[config.mk]
export PLATFORM = sky130hd
export DESIGN_NAME = twmc_timer
export DESIGN_NICKNAME = d
export VERILOG_FILES = /design/src/hdl/twmc_pkg.sv /design/src/hdl/twmc_timer.sv
export SDC_FILE = /design/constraint.sdc
export NUM_CORES = 1
export LEC_CHECK = 0
export BUFFER_PORTS_ARGS = -buffer_cell sky130_fd_sc_hd__buf_2
export CORE_ASPECT_RATIO = 1.5
export CORE_MARGIN = 8
export CORE_UTILIZATION = 38
export DETAILED_ROUTE_END_ITERATION = 6
export GPL_ROUTABILITY_DRIVEN = 1
export SKIP_LAST_GASP = 1
export SYNTH_ARGS = -nofsm -noshare
export SYNTH_HDL_FRONTEND = slang
export SYNTH_SLANG_ARGS = --single-unit
[constraint.sdc]
create_clock -name clk -period 5.2 [get_ports clk]
set_clock_uncertainty 0.15 [all_clocks]
set_input_delay 1.04 -clock clk [delete_from_list [all_inputs] [get_ports clk]]
set_output_delay 1.04 -clock clk [all_outputs]
set_load 0.01 [all_outputs]
[src/hdl/twmc_pkg.sv]
package twmc_pkg;

    // Register byte offsets
    localparam logic [7:0] OFS_CTRL_A = 8'h80;
    localparam logic [7:0] OFS_CTRL_B = 8'h84;
    localparam logic [7:0] OFS_CMP_A  = 8'h88;
    localparam logic [7:0] OFS_CMP_B  = 8'h8c;
    localparam logic [7:0] OFS_CAPT   = 8'h90;
    localparam logic [7:0] OFS_CNT    = 8'h94;
    localparam logic [7:0] OFS_STAT   = 8'h98;
    localparam logic [7:0] OFS_MASK   = 8'h9c;
    localparam logic [7:0] OFS_DIR    = 8'ha0;

    // Field positions
    localparam int COM_A_LSB  = 6;
    localparam int COM_B_LSB  = 4;
    localparam int WGM_LO_LSB = 0;
    localparam int WGM_HI_LSB = 3;
    localparam int ST_OVF     = 0;
    localparam int ST_MA      = 1;
    localparam int ST_MB      = 2;

    // Writable bits and reset values
    localparam logic [7:0]  CTRL_A_MASK = 8'hf3;
    localparam logic [7:0]  CTRL_B_MASK = 8'hdf;
    localparam logic [7:0]  RST_8       = 8'h00;
    localparam logic [15:0] RST_16      = 16'h0000;
    localparam logic [2:0]  RST_FLAGS   = 3'h0;
    localparam logic [1:0]  RST_DIR     = 2'h0;

    // Counter limits
    localparam logic [15:0] BOTTOM = 16'h0000;
    localparam logic [15:0] TOP_MAX = 16'hffff;
    localparam logic [15:0] TOP_8  = 16'h00ff;
    localparam logic [15:0] TOP_9  = 16'h01ff;
    localparam logic [15:0] TOP_10 = 16'h03ff;

    // Waveform kinds
    localparam logic [1:0] K_NPWM = 2'h0;
    localparam logic [1:0] K_FAST = 2'h1;
    localparam logic [1:0] K_PC   = 2'h2;
    localparam logic [1:0] K_PFC  = 2'h3;

    // Compare-output behaviours
    localparam logic [1:0] COM_OFF = 2'h0;
    localparam logic [1:0] COM_TGL = 2'h1;

    // AXI responses
    localparam logic [1:0] RESP_OKAY   = 2'h0;
    localparam logic [1:0] RESP_SLVERR = 2'h2;

endpackage

[src/hdl/twmc_timer.sv]
// The AXI4-Lite register port was decided locally.
`timescale 1ns/100ps
// Notes on behaviour
// - Everything runs on clk; the timer tick only qualifies counting.
// - Modes 8 and 9 load compare buffers and set overflow at BOTTOM.
// - BOTTOM-set modes mirror the TOP timing around BOTTOM.
// - Channel A field bits 7:6, B bits 5:4; nonzero overrides the port, except a disconnected 01.
// - Pin driver enabled only while its direction bit is set.
// - Non-PWM: 00 off, 01 toggle, 10 clear, 11 set on match.
// - Fast PWM 01 toggles A only in modes 14/15; otherwise disconnected.
// - Fast PWM 10 clears on match, sets at BOTTOM; 11 inverse.
// - Fast PWM: compare equal to TOP ignores match, keeps BOTTOM action.
// - Dual-slope 01 toggles A only in modes 9/11; otherwise disconnected.
// - Dual-slope 10 clears on up match, sets on down match; 11 inverse.
// - Mode is control A bits 1:0 plus two control B bits.
// - Modes 0, 4, 12: TOP fixed/A/capture, immediate update, overflow at MAX.
// - Phase-correct modes load at TOP, overflow at BOTTOM; fixed or register TOP.
// - Fast modes 5-7, 14, 15 load at BOTTOM, overflow at TOP.
// - Mode high bits sit in control B bits 4:3.
// - Capture pin and function disabled while TOP comes from capture.
module twmc_timer (
    input  wire logic        clk,
    input  wire logic        rst_b,
    input  wire logic        timer_tick,
    input  wire logic [7:0]  s_axi_awaddr,
    input  wire logic        s_axi_awvalid,
    output logic             s_axi_awready,
    input  wire logic [31:0] s_axi_wdata,
    input  wire logic [3:0]  s_axi_wstrb,
    input  wire logic        s_axi_wvalid,
    output logic             s_axi_wready,
    output logic [1:0]       s_axi_bresp,
    output logic             s_axi_bvalid,
    input  wire logic        s_axi_bready,
    input  wire logic [7:0]  s_axi_araddr,
    input  wire logic        s_axi_arvalid,
    output logic             s_axi_arready,
    output logic [31:0]      s_axi_rdata,
    output logic [1:0]       s_axi_rresp,
    output logic             s_axi_rvalid,
    input  wire logic        s_axi_rready,
    output logic             compare_output_pin_a,
    output logic             compare_output_pin_a_oe,
    output logic             compare_output_pin_a_override,
    output logic             compare_output_pin_b,
    output logic             compare_output_pin_b_oe,
    output logic             compare_output_pin_b_override,
    output logic             capture_enable,
    output logic             irq
);

    ////////////////////////////////////////////////////////////////////////////////
    // Functions

    // Waveform kind of a mode
    function automatic logic [1:0] mode_kind(input logic [3:0] m);
        logic [1:0] k;
        k = twmc_pkg::K_NPWM;
        unique case (m)
            4'h1, 4'h2, 4'h3, 4'ha, 4'hb: k = twmc_pkg::K_PC;
            4'h5, 4'h6, 4'h7, 4'he, 4'hf: k = twmc_pkg::K_FAST;
            4'h8, 4'h9:                   k = twmc_pkg::K_PFC;
            default:                      k = twmc_pkg::K_NPWM;
        endcase
        return k;
    endfunction

    // TOP value of a mode
    function automatic logic [15:0] top_of(input logic [3:0] m, input logic [15:0] ra,
                                           input logic [15:0] ic);
        logic [15:0] t;
        t = twmc_pkg::TOP_MAX;
        unique case (m)
            4'h1, 4'h5:             t = twmc_pkg::TOP_8;
            4'h2, 4'h6:             t = twmc_pkg::TOP_9;
            4'h3, 4'h7:             t = twmc_pkg::TOP_10;
            4'h4, 4'h9, 4'hb, 4'hf: t = ra;
            4'h8, 4'ha, 4'hc, 4'he: t = ic;
            default:                t = twmc_pkg::TOP_MAX;
        endcase
        return t;
    endfunction

    // Whether a channel's waveform owns its pin
    function automatic logic connected(input logic [1:0] k, input logic [1:0] com,
                                       input logic tgl_ok);
        return (com != twmc_pkg::COM_OFF) &&
               (com != twmc_pkg::COM_TGL || k == twmc_pkg::K_NPWM || tgl_ok);
    endfunction

    // Next waveform level of one channel
    function automatic logic wave_next(input logic [1:0] k, input logic [1:0] com,
                                       input logic tgl_ok, input logic m, input logic up,
                                       input logic bev, input logic cur);
        logic v;
        v = cur;
        if (k == twmc_pkg::K_NPWM) begin
            if (m) begin
                v = (com == twmc_pkg::COM_TGL) ? ~cur : com[0];
            end
        end else if (com == twmc_pkg::COM_TGL) begin
            if (m && tgl_ok) begin
                v = ~cur;
            end
        end else if (k == twmc_pkg::K_FAST) begin
            if (bev) begin
                v = ~com[0];
            end else if (m) begin
                v = com[0];
            end
        end else if (m) begin
            v = up ? com[0] : ~com[0];
        end
        return v;
    endfunction

    // Byte-strobed merge into a 16-bit register
    function automatic logic [15:0] merge16(input logic [15:0] old, input logic [31:0] d,
                                            input logic [3:0] s);
        return {s[1] ? d[15:8] : old[15:8], s[0] ? d[7:0] : old[7:0]};
    endfunction

    ////////////////////////////////////////////////////////////////////////////////
    // State

    logic [7:0]  ctrl_a_q;
    logic [7:0]  ctrl_b_q;
    logic [15:0] cmp_a_buf_q;
    logic [15:0] cmp_b_buf_q;
    logic [15:0] cmp_a_q;
    logic [15:0] cmp_b_q;
    logic [15:0] capt_q;
    logic [15:0] cnt_q;
    logic        down_q;
    logic [2:0]  stat_q;
    logic [2:0]  mask_q;
    logic [1:0]  dir_q;
    logic [7:0]  awaddr_q;
    logic [31:0] wdata_q;
    logic [3:0]  wstrb_q;

    ////////////////////////////////////////////////////////////////////////////////
    // Mode decode

    // Mode assembled from both control registers
    wire  [3:0]  mode  = {ctrl_b_q[twmc_pkg::WGM_HI_LSB +: 2],
                          ctrl_a_q[twmc_pkg::WGM_LO_LSB +: 2]};
    wire  [1:0]  kind  = mode_kind(mode);
    wire  [1:0]  com_a = ctrl_a_q[twmc_pkg::COM_A_LSB +: 2];
    wire  [1:0]  com_b = ctrl_a_q[twmc_pkg::COM_B_LSB +: 2];
    wire  [15:0] top   = top_of(mode, cmp_a_q, capt_q);
    wire         dual  = kind[1];
    wire         tgl_a = (kind == twmc_pkg::K_FAST) ? (mode[3:1] == 3'h7)
                                                    : (mode == 4'h9 || mode == 4'hb);
    wire         icr_top = (mode == 4'h8 || mode == 4'ha ||
                            mode == 4'hc || mode == 4'he);

    ////////////////////////////////////////////////////////////////////////////////
    // Counter events, qualified by the tick except the non-PWM buffer load

    wire at_top   = (cnt_q == top);
    wire at_bot   = (cnt_q == twmc_pkg::BOTTOM);
    wire top_evt  = timer_tick && at_top && !down_q;
    wire bot_turn = timer_tick && at_bot && down_q;
    wire max_evt  = timer_tick && (cnt_q == twmc_pkg::TOP_MAX);
    wire match_a  = timer_tick && (cnt_q == cmp_a_q);
    wire match_b  = timer_tick && (cnt_q == cmp_b_q);

    // Overflow flag event per waveform kind
    wire ovf_evt  = (kind == twmc_pkg::K_NPWM) ? max_evt :
                    (kind == twmc_pkg::K_FAST) ? top_evt :
                    bot_turn;

    // Buffer load event per waveform kind
    wire load_evt = (kind == twmc_pkg::K_NPWM) ? 1'b1 :
                    (kind == twmc_pkg::K_FAST) ? top_evt :
                    (kind == twmc_pkg::K_PC)   ? top_evt :
                    bot_turn;

    ////////////////////////////////////////////////////////////////////////////////
    // Bus decode

    wire       wr_en   = !s_axi_awready && !s_axi_wready && !s_axi_bvalid;
    wire       wr_ca   = wr_en && (awaddr_q == twmc_pkg::OFS_CTRL_A);
    wire       wr_cb   = wr_en && (awaddr_q == twmc_pkg::OFS_CTRL_B);
    wire       wr_ma   = wr_en && (awaddr_q == twmc_pkg::OFS_CMP_A);
    wire       wr_mb   = wr_en && (awaddr_q == twmc_pkg::OFS_CMP_B);
    wire       wr_ic   = wr_en && (awaddr_q == twmc_pkg::OFS_CAPT);
    wire       wr_cn   = wr_en && (awaddr_q == twmc_pkg::OFS_CNT);
    wire       wr_st   = wr_en && (awaddr_q == twmc_pkg::OFS_STAT);
    wire       wr_mk   = wr_en && (awaddr_q == twmc_pkg::OFS_MASK);
    wire       wr_dr   = wr_en && (awaddr_q == twmc_pkg::OFS_DIR);
    wire       wr_hit  = wr_ca || wr_cb || wr_ma || wr_mb || wr_ic ||
                         wr_cn || wr_st || wr_mk || wr_dr;
    wire       byte0   = wstrb_q[0];
    wire [2:0] w1c     = (wr_st && byte0) ? wdata_q[2:0] : 3'h0;
    wire [2:0] set_f   = {match_b, match_a, ovf_evt};
    wire [2:0] stat_d  = (stat_q & ~w1c) | set_f;             // Set wins over clear

    // Read data mux
    wire       rd_hit  = s_axi_araddr[1:0] == 2'h0 && s_axi_araddr >= twmc_pkg::OFS_CTRL_A &&
                         s_axi_araddr <= twmc_pkg::OFS_DIR;
    wire [15:0] rd_lo  =
        (s_axi_araddr == twmc_pkg::OFS_CTRL_A) ? {8'h00, ctrl_a_q}    :
        (s_axi_araddr == twmc_pkg::OFS_CTRL_B) ? {8'h00, ctrl_b_q}    :
        (s_axi_araddr == twmc_pkg::OFS_CMP_A)  ? cmp_a_buf_q          :
        (s_axi_araddr == twmc_pkg::OFS_CMP_B)  ? cmp_b_buf_q          :
        (s_axi_araddr == twmc_pkg::OFS_CAPT)   ? capt_q               :
        (s_axi_araddr == twmc_pkg::OFS_CNT)    ? cnt_q                :
        (s_axi_araddr == twmc_pkg::OFS_STAT)   ? {13'h0000, stat_q}   :
        (s_axi_araddr == twmc_pkg::OFS_MASK)   ? {13'h0000, mask_q}   :
        (s_axi_araddr == twmc_pkg::OFS_DIR)    ? {14'h0000, dir_q}    : 16'h0000;

    ////////////////////////////////////////////////////////////////////////////////
    // AXI4-Lite write channel

    // Capture address and data in either order, answer once both held
    always_ff @(posedge clk) begin
        if (!rst_b) begin
            s_axi_awready <= 1'b1;
            s_axi_wready  <= 1'b1;
            s_axi_bvalid  <= 1'b0;
            s_axi_bresp   <= twmc_pkg::RESP_OKAY;
            awaddr_q      <= 8'h00;
            wdata_q       <= 32'h0000_0000;
            wstrb_q       <= 4'h0;
        end else begin
            if (s_axi_awvalid && s_axi_awready) begin
                s_axi_awready <= 1'b0;
                awaddr_q      <= s_axi_awaddr;
            end
            if (s_axi_wvalid && s_axi_wready) begin
                s_axi_wready <= 1'b0;
                wdata_q      <= s_axi_wdata;
                wstrb_q      <= s_axi_wstrb;
            end
            if (wr_en) begin
                s_axi_bvalid <= 1'b1;
                s_axi_bresp  <= wr_hit ? twmc_pkg::RESP_OKAY : twmc_pkg::RESP_SLVERR;
            end
            if (s_axi_bvalid && s_axi_bready) begin
                s_axi_bvalid  <= 1'b0;
                s_axi_awready <= 1'b1;
                s_axi_wready  <= 1'b1;
            end
        end
    end

    ////////////////////////////////////////////////////////////////////////////////
    // AXI4-Lite read channel

    // One-cycle read answer, error if unmapped
    always_ff @(posedge clk) begin
        if (!rst_b) begin
            s_axi_arready <= 1'b1;
            s_axi_rvalid  <= 1'b0;
            s_axi_rdata   <= 32'h0000_0000;
            s_axi_rresp   <= twmc_pkg::RESP_OKAY;
        end else if (s_axi_arvalid && s_axi_arready) begin
            s_axi_arready <= 1'b0;
            s_axi_rvalid  <= 1'b1;
            s_axi_rdata   <= {16'h0000, rd_lo};
            s_axi_rresp   <= rd_hit ? twmc_pkg::RESP_OKAY : twmc_pkg::RESP_SLVERR;
        end else if (s_axi_rvalid && s_axi_rready) begin
            s_axi_rvalid  <= 1'b0;
            s_axi_arready <= 1'b1;
        end
    end

    ////////////////////////////////////////////////////////////////////////////////
    // Software registers

    // Control, buffers, capture value, mask and direction
    always_ff @(posedge clk) begin
        if (!rst_b) begin
            ctrl_a_q    <= twmc_pkg::RST_8;
            ctrl_b_q    <= twmc_pkg::RST_8;
            cmp_a_buf_q <= twmc_pkg::RST_16;
            cmp_b_buf_q <= twmc_pkg::RST_16;
            capt_q      <= twmc_pkg::RST_16;
            mask_q      <= twmc_pkg::RST_FLAGS;
            dir_q       <= twmc_pkg::RST_DIR;
        end else begin
            if (wr_ca && byte0) begin
                ctrl_a_q <= wdata_q[7:0] & twmc_pkg::CTRL_A_MASK;
            end
            if (wr_cb && byte0) begin
                ctrl_b_q <= wdata_q[7:0] & twmc_pkg::CTRL_B_MASK;
            end
            if (wr_ma) begin
                cmp_a_buf_q <= merge16(cmp_a_buf_q, wdata_q, wstrb_q);
            end
            if (wr_mb) begin
                cmp_b_buf_q <= merge16(cmp_b_buf_q, wdata_q, wstrb_q);
            end
            if (wr_ic) begin
                capt_q <= merge16(capt_q, wdata_q, wstrb_q);
            end
            if (wr_mk && byte0) begin
                mask_q <= wdata_q[2:0];
            end
            if (wr_dr && byte0) begin
                dir_q <= wdata_q[1:0];
            end
        end
    end

    // Active compare values follow the buffers at the load event
    always_ff @(posedge clk) begin
        if (!rst_b) begin
            cmp_a_q <= twmc_pkg::RST_16;
            cmp_b_q <= twmc_pkg::RST_16;
        end else if (load_evt) begin
            cmp_a_q <= cmp_a_buf_q;
            cmp_b_q <= cmp_b_buf_q;
        end
    end

    ////////////////////////////////////////////////////////////////////////////////
    // Counter

    // Single slope wraps at TOP, dual slope turns at TOP and BOTTOM
    always_ff @(posedge clk) begin
        if (!rst_b) begin
            cnt_q  <= twmc_pkg::RST_16;
            down_q <= 1'b0;
        end else if (wr_cn) begin
            cnt_q <= merge16(cnt_q, wdata_q, wstrb_q);
        end else if (timer_tick) begin
            if (!dual) begin
                cnt_q  <= at_top ? twmc_pkg::BOTTOM : cnt_q + 16'h0001;
                down_q <= 1'b0;
            end else if (!down_q) begin
                down_q <= (cnt_q >= top);
                cnt_q  <= (cnt_q >= top) ? cnt_q - 16'h0001 : cnt_q + 16'h0001;
            end else begin
                down_q <= !at_bot;
                cnt_q  <= at_bot ? cnt_q + 16'h0001 : cnt_q - 16'h0001;
            end
        end
    end

    ////////////////////////////////////////////////////////////////////////////////
    // Flags and interrupt

    // Sticky flags, write one to clear, mask gates the interrupt
    always_ff @(posedge clk) begin
        if (!rst_b) begin
            stat_q <= twmc_pkg::RST_FLAGS;
            irq    <= 1'b0;
        end else begin
            stat_q <= stat_d;
            irq    <= |(stat_q & mask_q);
        end
    end

    ////////////////////////////////////////////////////////////////////////////////
    // Waveform outputs

    wire conn_a = connected(kind, com_a, tgl_a);
    wire conn_b = connected(kind, com_b, 1'b0);
    wire next_a = wave_next(kind, com_a, tgl_a, match_a, !down_q, top_evt,
                            compare_output_pin_a);
    wire next_b = wave_next(kind, com_b, 1'b0, match_b, !down_q, top_evt,
                            compare_output_pin_b);

    // Waveform levels, pin override and driver enable
    always_ff @(posedge clk) begin
        if (!rst_b) begin
            compare_output_pin_a          <= 1'b0;
            compare_output_pin_b          <= 1'b0;
            compare_output_pin_a_override <= 1'b0;
            compare_output_pin_b_override <= 1'b0;
            compare_output_pin_a_oe       <= 1'b0;
            compare_output_pin_b_oe       <= 1'b0;
            capture_enable                <= 1'b1;
        end else begin
            compare_output_pin_a          <= conn_a ? next_a : compare_output_pin_a;
            compare_output_pin_b          <= conn_b ? next_b : compare_output_pin_b;
            compare_output_pin_a_override <= conn_a;
            compare_output_pin_b_override <= conn_b;
            compare_output_pin_a_oe       <= conn_a && dir_q[0];
            compare_output_pin_b_oe       <= conn_b && dir_q[1];
            capture_enable                <= !icr_top;
        end
    end

endmodule

==> summary.md, run 1 <==
| Metric | Value |
|---|---|
| Main synth FF type | `dfxtp_1` |
| Most common cell after layout, fill and taps aside | `dfxtp_1` |
| Clock Tree Buf Depth | `2` |
| Worst endpoint data arrival time | `4.76 ns` |
| Worst setup SP type | `register` |
| Vias in the first global route | `8129` |
| Diode count | `0` |
| Wire length of the first global-routing pass | `46120 µm` |
| Max_cap viols | `0` |
| CP cell instances | `nor2b_1, nor2_1, nor2_1, ha_1, nand4_1, or4_4, o311a_1, or4b_1, nor4b_2, a32oi_1, o31ai_1, o21bai_1` |
| Final setup fails | `0` |
| Met3 wirelength from detailed routing | `1268 µm` |
| Critical Path RT | `5.43 ns` |
| Starting Density | `0.3872` |
| Initial DRC Count | `642` |
| Grt ovf | `0` |
| Antenna viol nets, final | `0` |
| Setup TNS | `0 ns` |
| Synth Area per Inst | `8.478 µm²` |
| Hold Crit Class | `reg -> reg` |
| Max Fclk | `220.4 MHz` |
| Pwr Total | `2911 µW` |
| Hold buffer count at CTS | `0` |
| Status | `finished clean` |
| Total number of vias | `8236` |
| FILL cells | `2485` |
| Die span in x | `144.8 µm` |
| Post-synthesis cell area | `9462 µm²` |
| RSZ-0062 raised after global routing | `false` |
| GR Util All Layers | `0.1983` |
| Largest net degree at the start of global routing | `50` |
| Slowest CP cell | `dfxtp_1` |
| Endpoints failing hold | `0` |
| GPL Wtd Cong | `0.8839` |
| Most frequent cells in the layout | `175 x dfxtp_1, 126 x nor2_1, 113 x nand2_1, 108 x mux2i_1, 72 x buf_2` |
| Most frequent cell on the critical path | `nor2_1` |
| Rows | `70` |
| DRT Pass-1 Iters | `5` |
| Period minus WS final | `4.538 ns` |
| Synth async-reset ratio | `0` |
| Area delta synth->final | `11.15%` |
| Crit path capture type | `register` |
| Sink Count | `175` |
| Layout Nets | `1221` |
| Chip Height | `209.3 µm` |
| Post-synthesis sequential area ratio | `0.3703` |
| Slew Viols, Final | `0` |
| Core Area | `24440 µm²` |
| DR DRC count | `0` |
| Crit-path max FO | `22` |
| Drt total wl | `29590 µm` |
| Max_slew headroom | `0.4255` |
| Dpl hpwl | `21780 µm` |
| Max Used Layer | `met4` |
| H-tree levels | `4` |
| I/O pins | `109` |
| Top post-synthesis cells by area | `dfxtp_1 37%, mux2i_1 11%, nor2_1 5.0%, nand2_1 4.5%, a21oi_1 3.8%` |
| Synth area leader | `dfxtp_1` |
| Routed vias/inst | `5.572` |
| Clock-pin slew on the worst setup and hold paths | `0.07 ns` |
| Maximum VDD drop | `0.2376 mV` |
| Port bufs | `72` |
| Register bit total from synthesis | `175` |
| Yosys cell types | `82` |
| Post-cts sizing count | `0` |
| Worst-margin pin slew | `0.8502 ns` |
| Fraction of layout cells with a size suffix above 1 | `0.1187` |
| Fin util | `0.4304` |
| Post-CTS setup buffers | `0` |
| Routed WL per cell | `20.02 µm` |
| Final worst path period share | `0.8727` |
| Power per Cell Area | `276.8 nW/µm²` |
| Pleak | `0.004698 µW` |
| Worst Path Buf+Inv | `0` |
| Post-Syn Instances | `1116` |
| M1 WL | `12270 µm` |
| Post-synth EDFFs | `0` |
| Critical path class | `reg -> reg` |
| Worst skew pair latency | `0.44 ns` |
| DR WL met2 | `14560 µm` |
| Area share of the largest cell type after synthesis | `0.3703` |
| Synthesis warning total | `0` |
| Root buffer cell | `clkbuf_16` |
| Inserted Clock Buffers | `17` |
| CTS tree | `yes` |
| CP max stage delay | `0.80 ns` |
| Die ar. | `30310 µm²` |
| Worst reg-to-reg setup slack | `0.66 ns` |
| Initial antenna violation count | `0` |
| CP top delay family | `simple AND/OR/NAND/NOR gates` |
-- state kept, by name, summed over array words and instances (netlist names), 2 cells and up --
name / cells
awaddr_q: 8
capt_q: 16
cmp_a_buf_q: 16
cmp_a_q: 16
cmp_b_buf_q: 16
cmp_b_q: 16
cnt_q: 16
ctrl_a_q: 6
ctrl_b_q: 7
dir_q: 2
mask_q: 3
s_axi_rdata: 16
stat_q: 3
wdata_q: 16
wstrb_q: 2
-- path summary, 6_finish.rpt --
path / startpoint / to / depth (start not counted)
setup reg to reg: ctrl_b_q[4]$_SDFFE_PN0P_ / cnt_q[15]$_SDFFE_PN0P_ / 12
setup / recovery: ctrl_b_q[4]$_SDFFE_PN0P_ / cnt_q[15]$_SDFFE_PN0P_ / 12
hold reg to reg: awaddr_q[7]$_SDFFE_PN0P_ / awaddr_q[7]$_SDFFE_PN0P_ / 2
hold / removal: awaddr_q[7]$_SDFFE_PN0P_ / awaddr_q[7]$_SDFFE_PN0P_ / 2
-- Yosys cell counts, types with 3 or more instances --
library cell	number
a221oi_1	6
nand3_1	31
a32oi_1	3
buf_8	3
a21boi_0	28
nor3b_1	4
nor3_2	3
nor3_1	10
ha_1	20
nor4_1	11
buf_2	10
a31oi_1	6
and2_1	12
nor2b_1	41
o211ai_1	5
o21bai_1	4
xor2_1	17
o21ai_0	42
a22oi_1	9
nand2b_1	11
xnor2_1	23
or3_1	6
nor2_1	126
dfxtp_1	175
a22o_1	11
nand4_1	13
clkbuf_1	63
inv_1	14
buf_4	18
a21o_1	4
mux2i_1	108
a21oi_1	71
and4_1	3
nand2_1	113
and3_1	11
o31ai_1	6
a211oi_1	3
a222oi_1	12
o21a_1	3
-- power breakdown --
part           internal (µW)  switching (µW)
Clock                    759             563
Sequential              1360            42.7
Combinational           67.6             117
Total                   2190             723
-- layout make-up --
type	instances	area, µm²	share of cell area
clock buffer	20	436.7	0.04152
sequential	175	3503	0.3331
multi-input combinational	846	5472	0.5203
timing repair buffer	87	485.5	0.04616
clock inverter	12	161.4	0.01535
tap	324	405.4	0.03855
inverter	14	52.55	0.004997
-- per-layer routing --
metal  vias up  global-route usage
li1       3966                   -
met1      3959              0.2308
met2       239              0.3389
met3        72             0.02681
met4         0              0.1128
met5         -                   0
-- stage by stage --
step | instances | hold WS [ns] | setup slack [ns] | cell area [µm²]
2_1_floorplan | 1133 | 0.2953 | 1.321 | 9525
3_3_place_gp | 1446 | 0.3029 | 0.8088 | 9918
3_5_place_dp | 1446 | 0.3097 | 0.7184 | 9918
4_1_cts | 1478 | 0.3197 | 0.6946 | 10520
5_1_grt | 1478 | 0.3422 | 0.3030 | 10520
6_report | 1478 | 0.3202 | 0.6619 | 10520
-- cells by family (layout without fill, tap and decap cells) --
family,count (synthesis),in the layout,share of synthesized area
multiplexers,113,113,0.1206
buffers and inverters,112,133,0.05818
adder cells (fa/ha/maj),20,20,0.02645
AO/OA/AOI/OAI,237,237,0.1677
XOR/XNOR,40,40,0.03703
flip-flops,175,175,0.3703
AND/OR/NAND/NOR,418,418,0.2194
other,1,18,0.0003963
-- tightest hold or removal path, stage by stage (launching register included) --
cell and delay (ns):
dfxtp_1 0.32, nand2_1 0.05, a21oi_1 0.05
(Power assumes the default switching activity.)
==> run 2, diff against run 1 <==
--- a/config.mk
+++ b/config.mk
@@ -9,8 +9,10 @@
 export CORE_ASPECT_RATIO = 1.5
 export CORE_MARGIN = 8
 export CORE_UTILIZATION = 38
+export CTS_CLUSTER_DIAMETER = 150
 export DETAILED_ROUTE_END_ITERATION = 6
 export GPL_ROUTABILITY_DRIVEN = 1
+export PLACE_DENSITY = 0.55
 export SKIP_LAST_GASP = 1
 export SYNTH_ARGS = -nofsm -noshare
 export SYNTH_HDL_FRONTEND = slang
==> constraint.sdc (replaced) <==
create_clock -name clk -period 5.2 [get_ports clk]
set_clock_uncertainty 0.15 [all_clocks]
set_input_delay 0.52 -clock clk [delete_from_list [all_inputs] [get_ports clk]]
set_output_delay 0.52 -clock clk [all_outputs]
set_load 0.01 [all_outputs]
==> summary.md, run 2 (synthesis gave the netlist of run 1 again) <==
| Metric | Value |
|---|---|
| Port bufs | `72` |
| Dpl hpwl | `22790 µm` |
| H-tree levels | `4` |
| Endpoints failing hold | `0` |
| Final WS setup | `0.7694 ns` |
| Period minus WS final | `4.431 ns` |
| Chip Height | `209.3 µm` |
| Initial antenna violation count | `0` |
| Diode count | `0` |
| Rows | `70` |
| Final worst path period share | `0.8520` |
| GPL Wtd Cong | `0.9091` |
| DR DRC count | `0` |
| Hold buffer count at CTS | `0` |
| Max_cap viols | `0` |
| Area delta synth->final | `11.43%` |
| Largest net degree at the start of global routing | `57` |
| Slowest CP cell | `dfxtp_1` |
| Final setup fails | `0` |
| Most frequent cells in the layout | `175 x dfxtp_1, 126 x nor2_1, 113 x nand2_1, 108 x mux2i_1, 72 x buf_2` |
| Worst slack, placed | `0.7970 ns` |
| Routed vias/inst | `5.520` |
| Max_slew headroom | `0.3191` |
| Met3 wirelength from detailed routing | `1188 µm` |
| CTS tree | `yes` |
| Die ar. | `30310 µm²` |
| DRT Pass-1 Iters | `7` |
| GR Util All Layers | `0.2055` |
| Sw Pwr | `725.9 µW` |
| Worst Path Buf+Inv | `0` |
| Power per Cell Area | `283.4 nW/µm²` |
| Slew Viols, Final | `0` |
| Sw frac | `0.2429` |
| Hold Crit Class | `in -> reg` |
| Max Used Layer | `met4` |
| Layout Nets | `1219` |
| I/O pins | `109` |
| Comb pwr share | `0.063` |
| FILL cells | `2512` |
| Vias in the first global route | `8101` |
| CP max stage delay | `0.75 ns` |
| Total number of vias | `8147` |
| Status | `finished clean` |
| Initial DRC Count | `577` |
| Routed WL per cell | `20.51 µm` |
| M1 WL | `12490 µm` |
| Int Power | `2262 µW` |
| Critical Path RT | `5.43 ns` |
| Drt total wl | `30280 µm` |
| Sink Count | `175` |
| Worst-margin pin slew | `1.021 ns` |
| CP cell instances | `nand2_1, o21ai_1, a22o_1, nor2_1, ha_1, nand4_1, or4_4, o311a_1, or4b_1, nor4b_2, a32oi_1, o31ai_1, o21bai_1` |
| Core Area | `24440 µm²` |
| Share of power burned in the clock network | `0.467` |
| Crit-path max FO | `22` |
| Critical path class | `reg -> reg` |
| Worst reg-to-reg setup slack | `0.77 ns` |
| Reg power frac | `0.470` |
| Post-CTS setup buffers | `0` |
| Wire length of the first global-routing pass | `47430 µm` |
| Max Fclk | `225.7 MHz` |
| Fraction of layout cells with a size suffix above 1 | `0.1189` |
| Setup TNS | `0 ns` |
| Worst skew pair latency | `0.44 ns` |
| Crit path capture type | `register` |
| Maximum VDD drop | `0.3597 mV` |
| Post-cts sizing count | `0` |
| Worst setup SP type | `register` |
| Antenna viol nets, final | `0` |
| Grt ovf | `0` |
| Clock Tree Buf Depth | `2` |
| CP top delay family | `simple AND/OR/NAND/NOR gates` |
| Inserted Clock Buffers | `17` |
| Worst endpoint data arrival time | `4.66 ns` |
| Die span in x | `144.8 µm` |
| Clock-pin slew on the worst setup and hold paths | `0.07 ns` |
| Pleak | `0.004710 µW` |
| Starting Density | `0.3872` |
| DR WL met2 | `15190 µm` |
| RSZ-0062 raised after global routing | `false` |
| Root buffer cell | `clkbuf_16` |
| Most common cell after layout, fill and taps aside | `dfxtp_1` |
-- run 2: final cells by class --
cell class,instances,area [µm²],area share
Multi-Input combinational cell,846,5472,0.5190
Sequential cell,175,3503,0.3323
Timing Repair Buffer,85,470.5,0.04462
Clock buffer,20,456.7,0.04332
Tap cell,324,405.4,0.03845
Clock inverter,12,182.7,0.01733
Inverter,14,52.55,0.004985
-- run 2: worst reg2reg max path, delay by kind of cell (launching register included) --
family / cells / cell delay (ns)
AOI/OAI and AO/OA: 6 / 1.41
DFF: 1 / 0.75
and+or+nand+nor: 6 / 1.72
adders and majority gates: 1 / 0.32
-- run 2: power by group through the flow --
stage / sequential (µW) / clock [µW] / combinational [µW]
floorplan: 1410 / 0 / 140
global placement: 1430 / 0 / 185
detailed placement: 1430 / 0 / 187
CTS: 1400 / 1420 / 188
global route: 1410 / 1480 / 207
finish: 1400 / 1400 / 187
-- run 2: routing by layer --
layer,track usage,vias to the layer above
li1,-,3966
met1,0.2358,3884
met2,0.3537,232
met3,0.03295,65
met4,0.1117,0
met5,0,-
-- run 2: metrics by stage --
step	total power [µW]	hold slack, ns	cells	utilization	area [µm²]
5_1_grt	3093	0.1643	1476	0.4314	10540
3_3_place_gp	1619	0.3031	1444	0.4053	9903
2_1_floorplan	1550	0.2953	1133	-	9525
3_5_place_dp	1621	0.3096	1444	0.4053	9903
4_1_cts	3015	0.1271	1476	0.4314	10540
6_report	2988	0.1527	1476	0.4314	10540
-- run 2: worst paths after layout --
check | cells after the start | to | from
worst min register to register | 2 | awaddr_q[7]$_SDFFE_PN0P_ | awaddr_q[7]$_SDFFE_PN0P_
worst min-delay path | 2 | s_axi_wready$_SDFFE_PP1P_ | s_axi_wvalid
worst max-delay path | 13 | cnt_q[15]$_SDFFE_PN0P_ | ctrl_b_q[4]$_SDFFE_PN0P_
worst max register to register | 13 | cnt_q[15]$_SDFFE_PN0P_ | ctrl_b_q[4]$_SDFFE_PN0P_
==> run 3, diff against run 2 <==
--- a/config.mk
+++ b/config.mk
@@ -5,6 +5,7 @@
 export SDC_FILE = /design/constraint.sdc
 export NUM_CORES = 1
 export LEC_CHECK = 0
+export ABC_AREA = 1
 export BUFFER_PORTS_ARGS = -buffer_cell sky130_fd_sc_hd__buf_2
 export CORE_ASPECT_RATIO = 1.5
 export CORE_MARGIN = 8
==> constraint.sdc (replaced) <==
create_clock -name clk -period 4.95 [get_ports clk]
set_clock_uncertainty 0.15 [all_clocks]
set_input_delay 0.495 -clock clk [delete_from_list [all_inputs] [get_ports clk]]
set_output_delay 0.495 -clock clk [all_outputs]
set_load 0.01 [all_outputs]
==> summary.md, run 3 <==
| Metric | Value |
|---|---|
| Post-synthesis simple-gate area fraction | `0.2242` |
| Initial DRC Count | `561` |
| Rows | `70` |
| Max Fclk | `257.8 MHz` |
| Synth top cells by count | `247 x nand2_1, 175 x dfxtp_1, 165 x a21oi_1` |
| Synth area leader | `dfxtp_1` |
| Sink Count | `175` |
| Register bit total from synthesis | `175` |
| Most common cell after layout, fill and taps aside | `nand2_1` |
| Port bufs | `72` |
| Routed WL per cell | `17.64 µm` |
| Fraction of layout cells with a size suffix above 1 | `0.1100` |
| Wire length of the first global-routing pass | `48360 µm` |
| Max_cap viols | `0` |
| Worst-margin pin slew | `1.076 ns` |
| Post-synthesis sequential area ratio | `0.3752` |
| Die span in x | `144.0 µm` |
| Post-Synth Adder-Cell Area | `0.02680` |
| Dpl hpwl | `23880 µm` |
| GPL Wtd Cong | `0.9014` |
| Clock-pin slew on the worst setup and hold paths | `0.07 ns` |
| Worst endpoint data arrival time | `4.10 ns` |
| Diode count | `0` |
| Most frequent cells in the layout | `247 x nand2_1, 175 x dfxtp_1, 165 x a21oi_1, 154 x o21ai_0, 150 x inv_1` |
| Post-synth EDFFs | `0` |
| Final WS setup | `1.070 ns` |
| Area share of the largest cell type after synthesis | `0.3752` |
| Die ar. | `29950 µm²` |
| Antenna viol nets, final | `0` |
| Post-Syn Instances | `1370` |
| Final worst path period share | `0.7837` |
| Maximum VDD drop | `0.2047 mV` |
| Layout Nets | `1498` |
| Grt ovf | `0` |
| Crit path launch | `ctrl_b_q[4]$_SDFFE_PN0P_` |
| Endpoints failing hold | `0` |
| Inserted Clock Buffers | `17` |
| Crit-path max FO | `15` |
| Worst Hold Launch | `s_axi_wvalid` |
| Chip Height | `208.0 µm` |
| Main combinational cell family by area after synthesis | `compound AO/OA/AOI/OAI gates` |
| Count leader, synth | `nand2_1` |
| DP Cell Count | `1723` |
| Dpl cell area | `9907 µm²` |
| XOR/XNOR share of the synthesized area | `0.03283` |
| Routed vias/inst | `5.182` |
| Mux cell area share after synthesis | `0.001072` |
| Synth async-reset ratio | `0` |
| Synth Area per Inst | `6.815 µm²` |
| Max_slew headroom | `0.2824` |
| Crit path capture type | `register` |
| Non-filler cells in the finished layout | `1751` |
| Top post-synthesis cells by area | `dfxtp_1 38%, nand2_1 9.9%, a21oi_1 8.8%, o21ai_0 8.3%, inv_1 6.1%` |
| Post-synthesis compound-gate area fraction | `0.2272` |
| FILL cells | `2652` |
| DRT Pass-1 Iters | `5` |
| Power per Cell Area | `291.9 nW/µm²` |
| GR Util All Layers | `0.2100` |
| Clock Tree Buf Depth | `2` |
| Post-synthesis cell area | `9336 µm²` |
| Critical path class | `reg -> reg` |
| Drt total wl | `30880 µm` |
| Worst setup SP type | `register` |
| CTS tree | `yes` |
| Total number of vias | `9073` |
| Status | `finished clean` |
| R2r startpoint | `ctrl_b_q[4]$_SDFFE_PN0P_` |
| I/O pins | `109` |
| H-tree levels | `4` |
| Largest net degree at the start of global routing | `67` |
| RSZ-0062 raised after global routing | `false` |
| Critical Path RT | `5.17 ns` |
| Hold buffer count at CTS | `0` |
| Initial antenna violation count | `0` |
| Worst slack, placed | `1.095 ns` |
| Worst skew pair latency | `0.43 ns` |
| Slew Viols, Final | `0` |
| Yosys cell types | `51` |
| Hold Crit Class | `in -> reg` |
| Setup TNS | `0 ns` |
| Core Area | `24260 µm²` |
| Main synth FF type | `dfxtp_1` |
| DR DRC count | `0` |
| Final setup fails | `0` |
| Area delta synth->final | `11.65%` |
| Period minus WS final | `3.880 ns` |
| Final Cell Area | `10420 µm²` |
| Vias in the first global route | `8870` |
| Post-cts sizing count | `0` |
| Synthesis warning total | `0` |
| Root buffer cell | `clkbuf_16` |
| Starting Density | `0.3848` |
| Post-CTS setup buffers | `0` |
| Pleak | `0.004270 µW` |
-- run 3: cell count changes in the layout (fill, tap and decap cells not counted), moves of 13 or more --
| cell | delta |
|---|---|
| a211oi_1 | +13 |
| a21boi_0 | -27 |
| a21oi_1 | +94 |
| inv_1 | +137 |
| inv_2 | +25 |
| mux2i_1 | -107 |
| nand2_1 | +134 |
| nand3_1 | +40 |
| nor2b_1 | -41 |
| nor3_1 | +14 |
| o21ai_0 | +112 |
| xnor2_1 | -15 |
-- run 3: cell type report --
| type | count | area, µm² | share of cell area |
|---|---|---|---|
| multi-input cells | 959 | 4848 | 0.4651 |
| flip-flops and latches | 175 | 3503 | 0.3361 |
| repair buffers | 86 | 478.0 | 0.04585 |
| clock buffers | 20 | 446.7 | 0.04285 |
| well taps | 324 | 405.4 | 0.03889 |
| clock inverters | 8 | 70.07 | 0.006722 |
| inverters | 179 | 671.9 | 0.06446 |
-- run 3: kinds of logic after synthesis --
kind of cell	count (synthesis)
and+or+nand+nor	495
AOI/OAI and AO/OA	390
buffers and inverters	253
DFF	175
xor gates and xnor gates	35
adders and majority gates	20
other	1
muxes	1
-- run 3: per-layer routing --
layer | wire [µm] | vias to the layer above | global-route usage | part of all wire
met5 | 0 | - | 0 | 0
met2 | 15180 | 233 | 0.3612 | 0.49
met1 | 13170 | 4171 | 0.2477 | 0.43
met4 | 1419 | 0 | 0.1136 | 0.046
li1 | - | 4604 | - | -
met3 | 1119 | 65 | 0.02361 | 0.036
-- run 3: report_power, final --
| part | leakage (µW) | switching, µW | internal (µW) |
|---|---|---|---|
| logic | 0.00260 | 199 | 99.9 |
| clock network | 0.000253 | 548 | 689 |
| registers | 0.00142 | 65.0 | 1440 |
| total | 0.00427 | 812 | 2230 |
-- run 3: worst max-delay path, cell delays in order (launching register included) --
cell and delay (ns):
dfxtp_1 0.54, inv_2 0.14, a31oi_1 0.18, nand2_1 0.11, nor2_1 0.16, inv_2 0.06
nor2_2 0.31, a221oi_1 0.11, ha_1 0.32, nand2_1 0.08, inv_2 0.05, nand2_1 0.05
nor2_1 0.26, nand2_1 0.24, nand2_1 0.11, nor2_1 0.05, nand2_2 0.08, nand3_2 0.28
o21ai_0 0.29, nand2_1 0.12, a21oi_1 0.12
-- run 3: final timing paths --
kind / slack, ns / depth (start not counted) / to
worst max-delay path: 1.07 / 20 / cnt_q[7]$_SDFFE_PN0P_
worst min-delay path: 0.11 / 2 / s_axi_wready$_SDFFE_PP1P_
worst max register to register: 1.07 / 20 / cnt_q[7]$_SDFFE_PN0P_
worst min register to register: 0.30 / 2 / ctrl_b_q[7]$_SDFFE_PN0P_
-- run 3: stage by stage --
stage | hold WS (ns) | util | power [µW]
after floorplan | 0.2737 | - | 1730
after global placement | 0.2874 | 0.4084 | 1832
after detailed placement | 0.2898 | 0.4084 | 1836
after CTS | 0.09553 | 0.4297 | 3068
after global routing | 0.1014 | 0.4297 | 3168
final | 0.1112 | 0.4297 | 3043
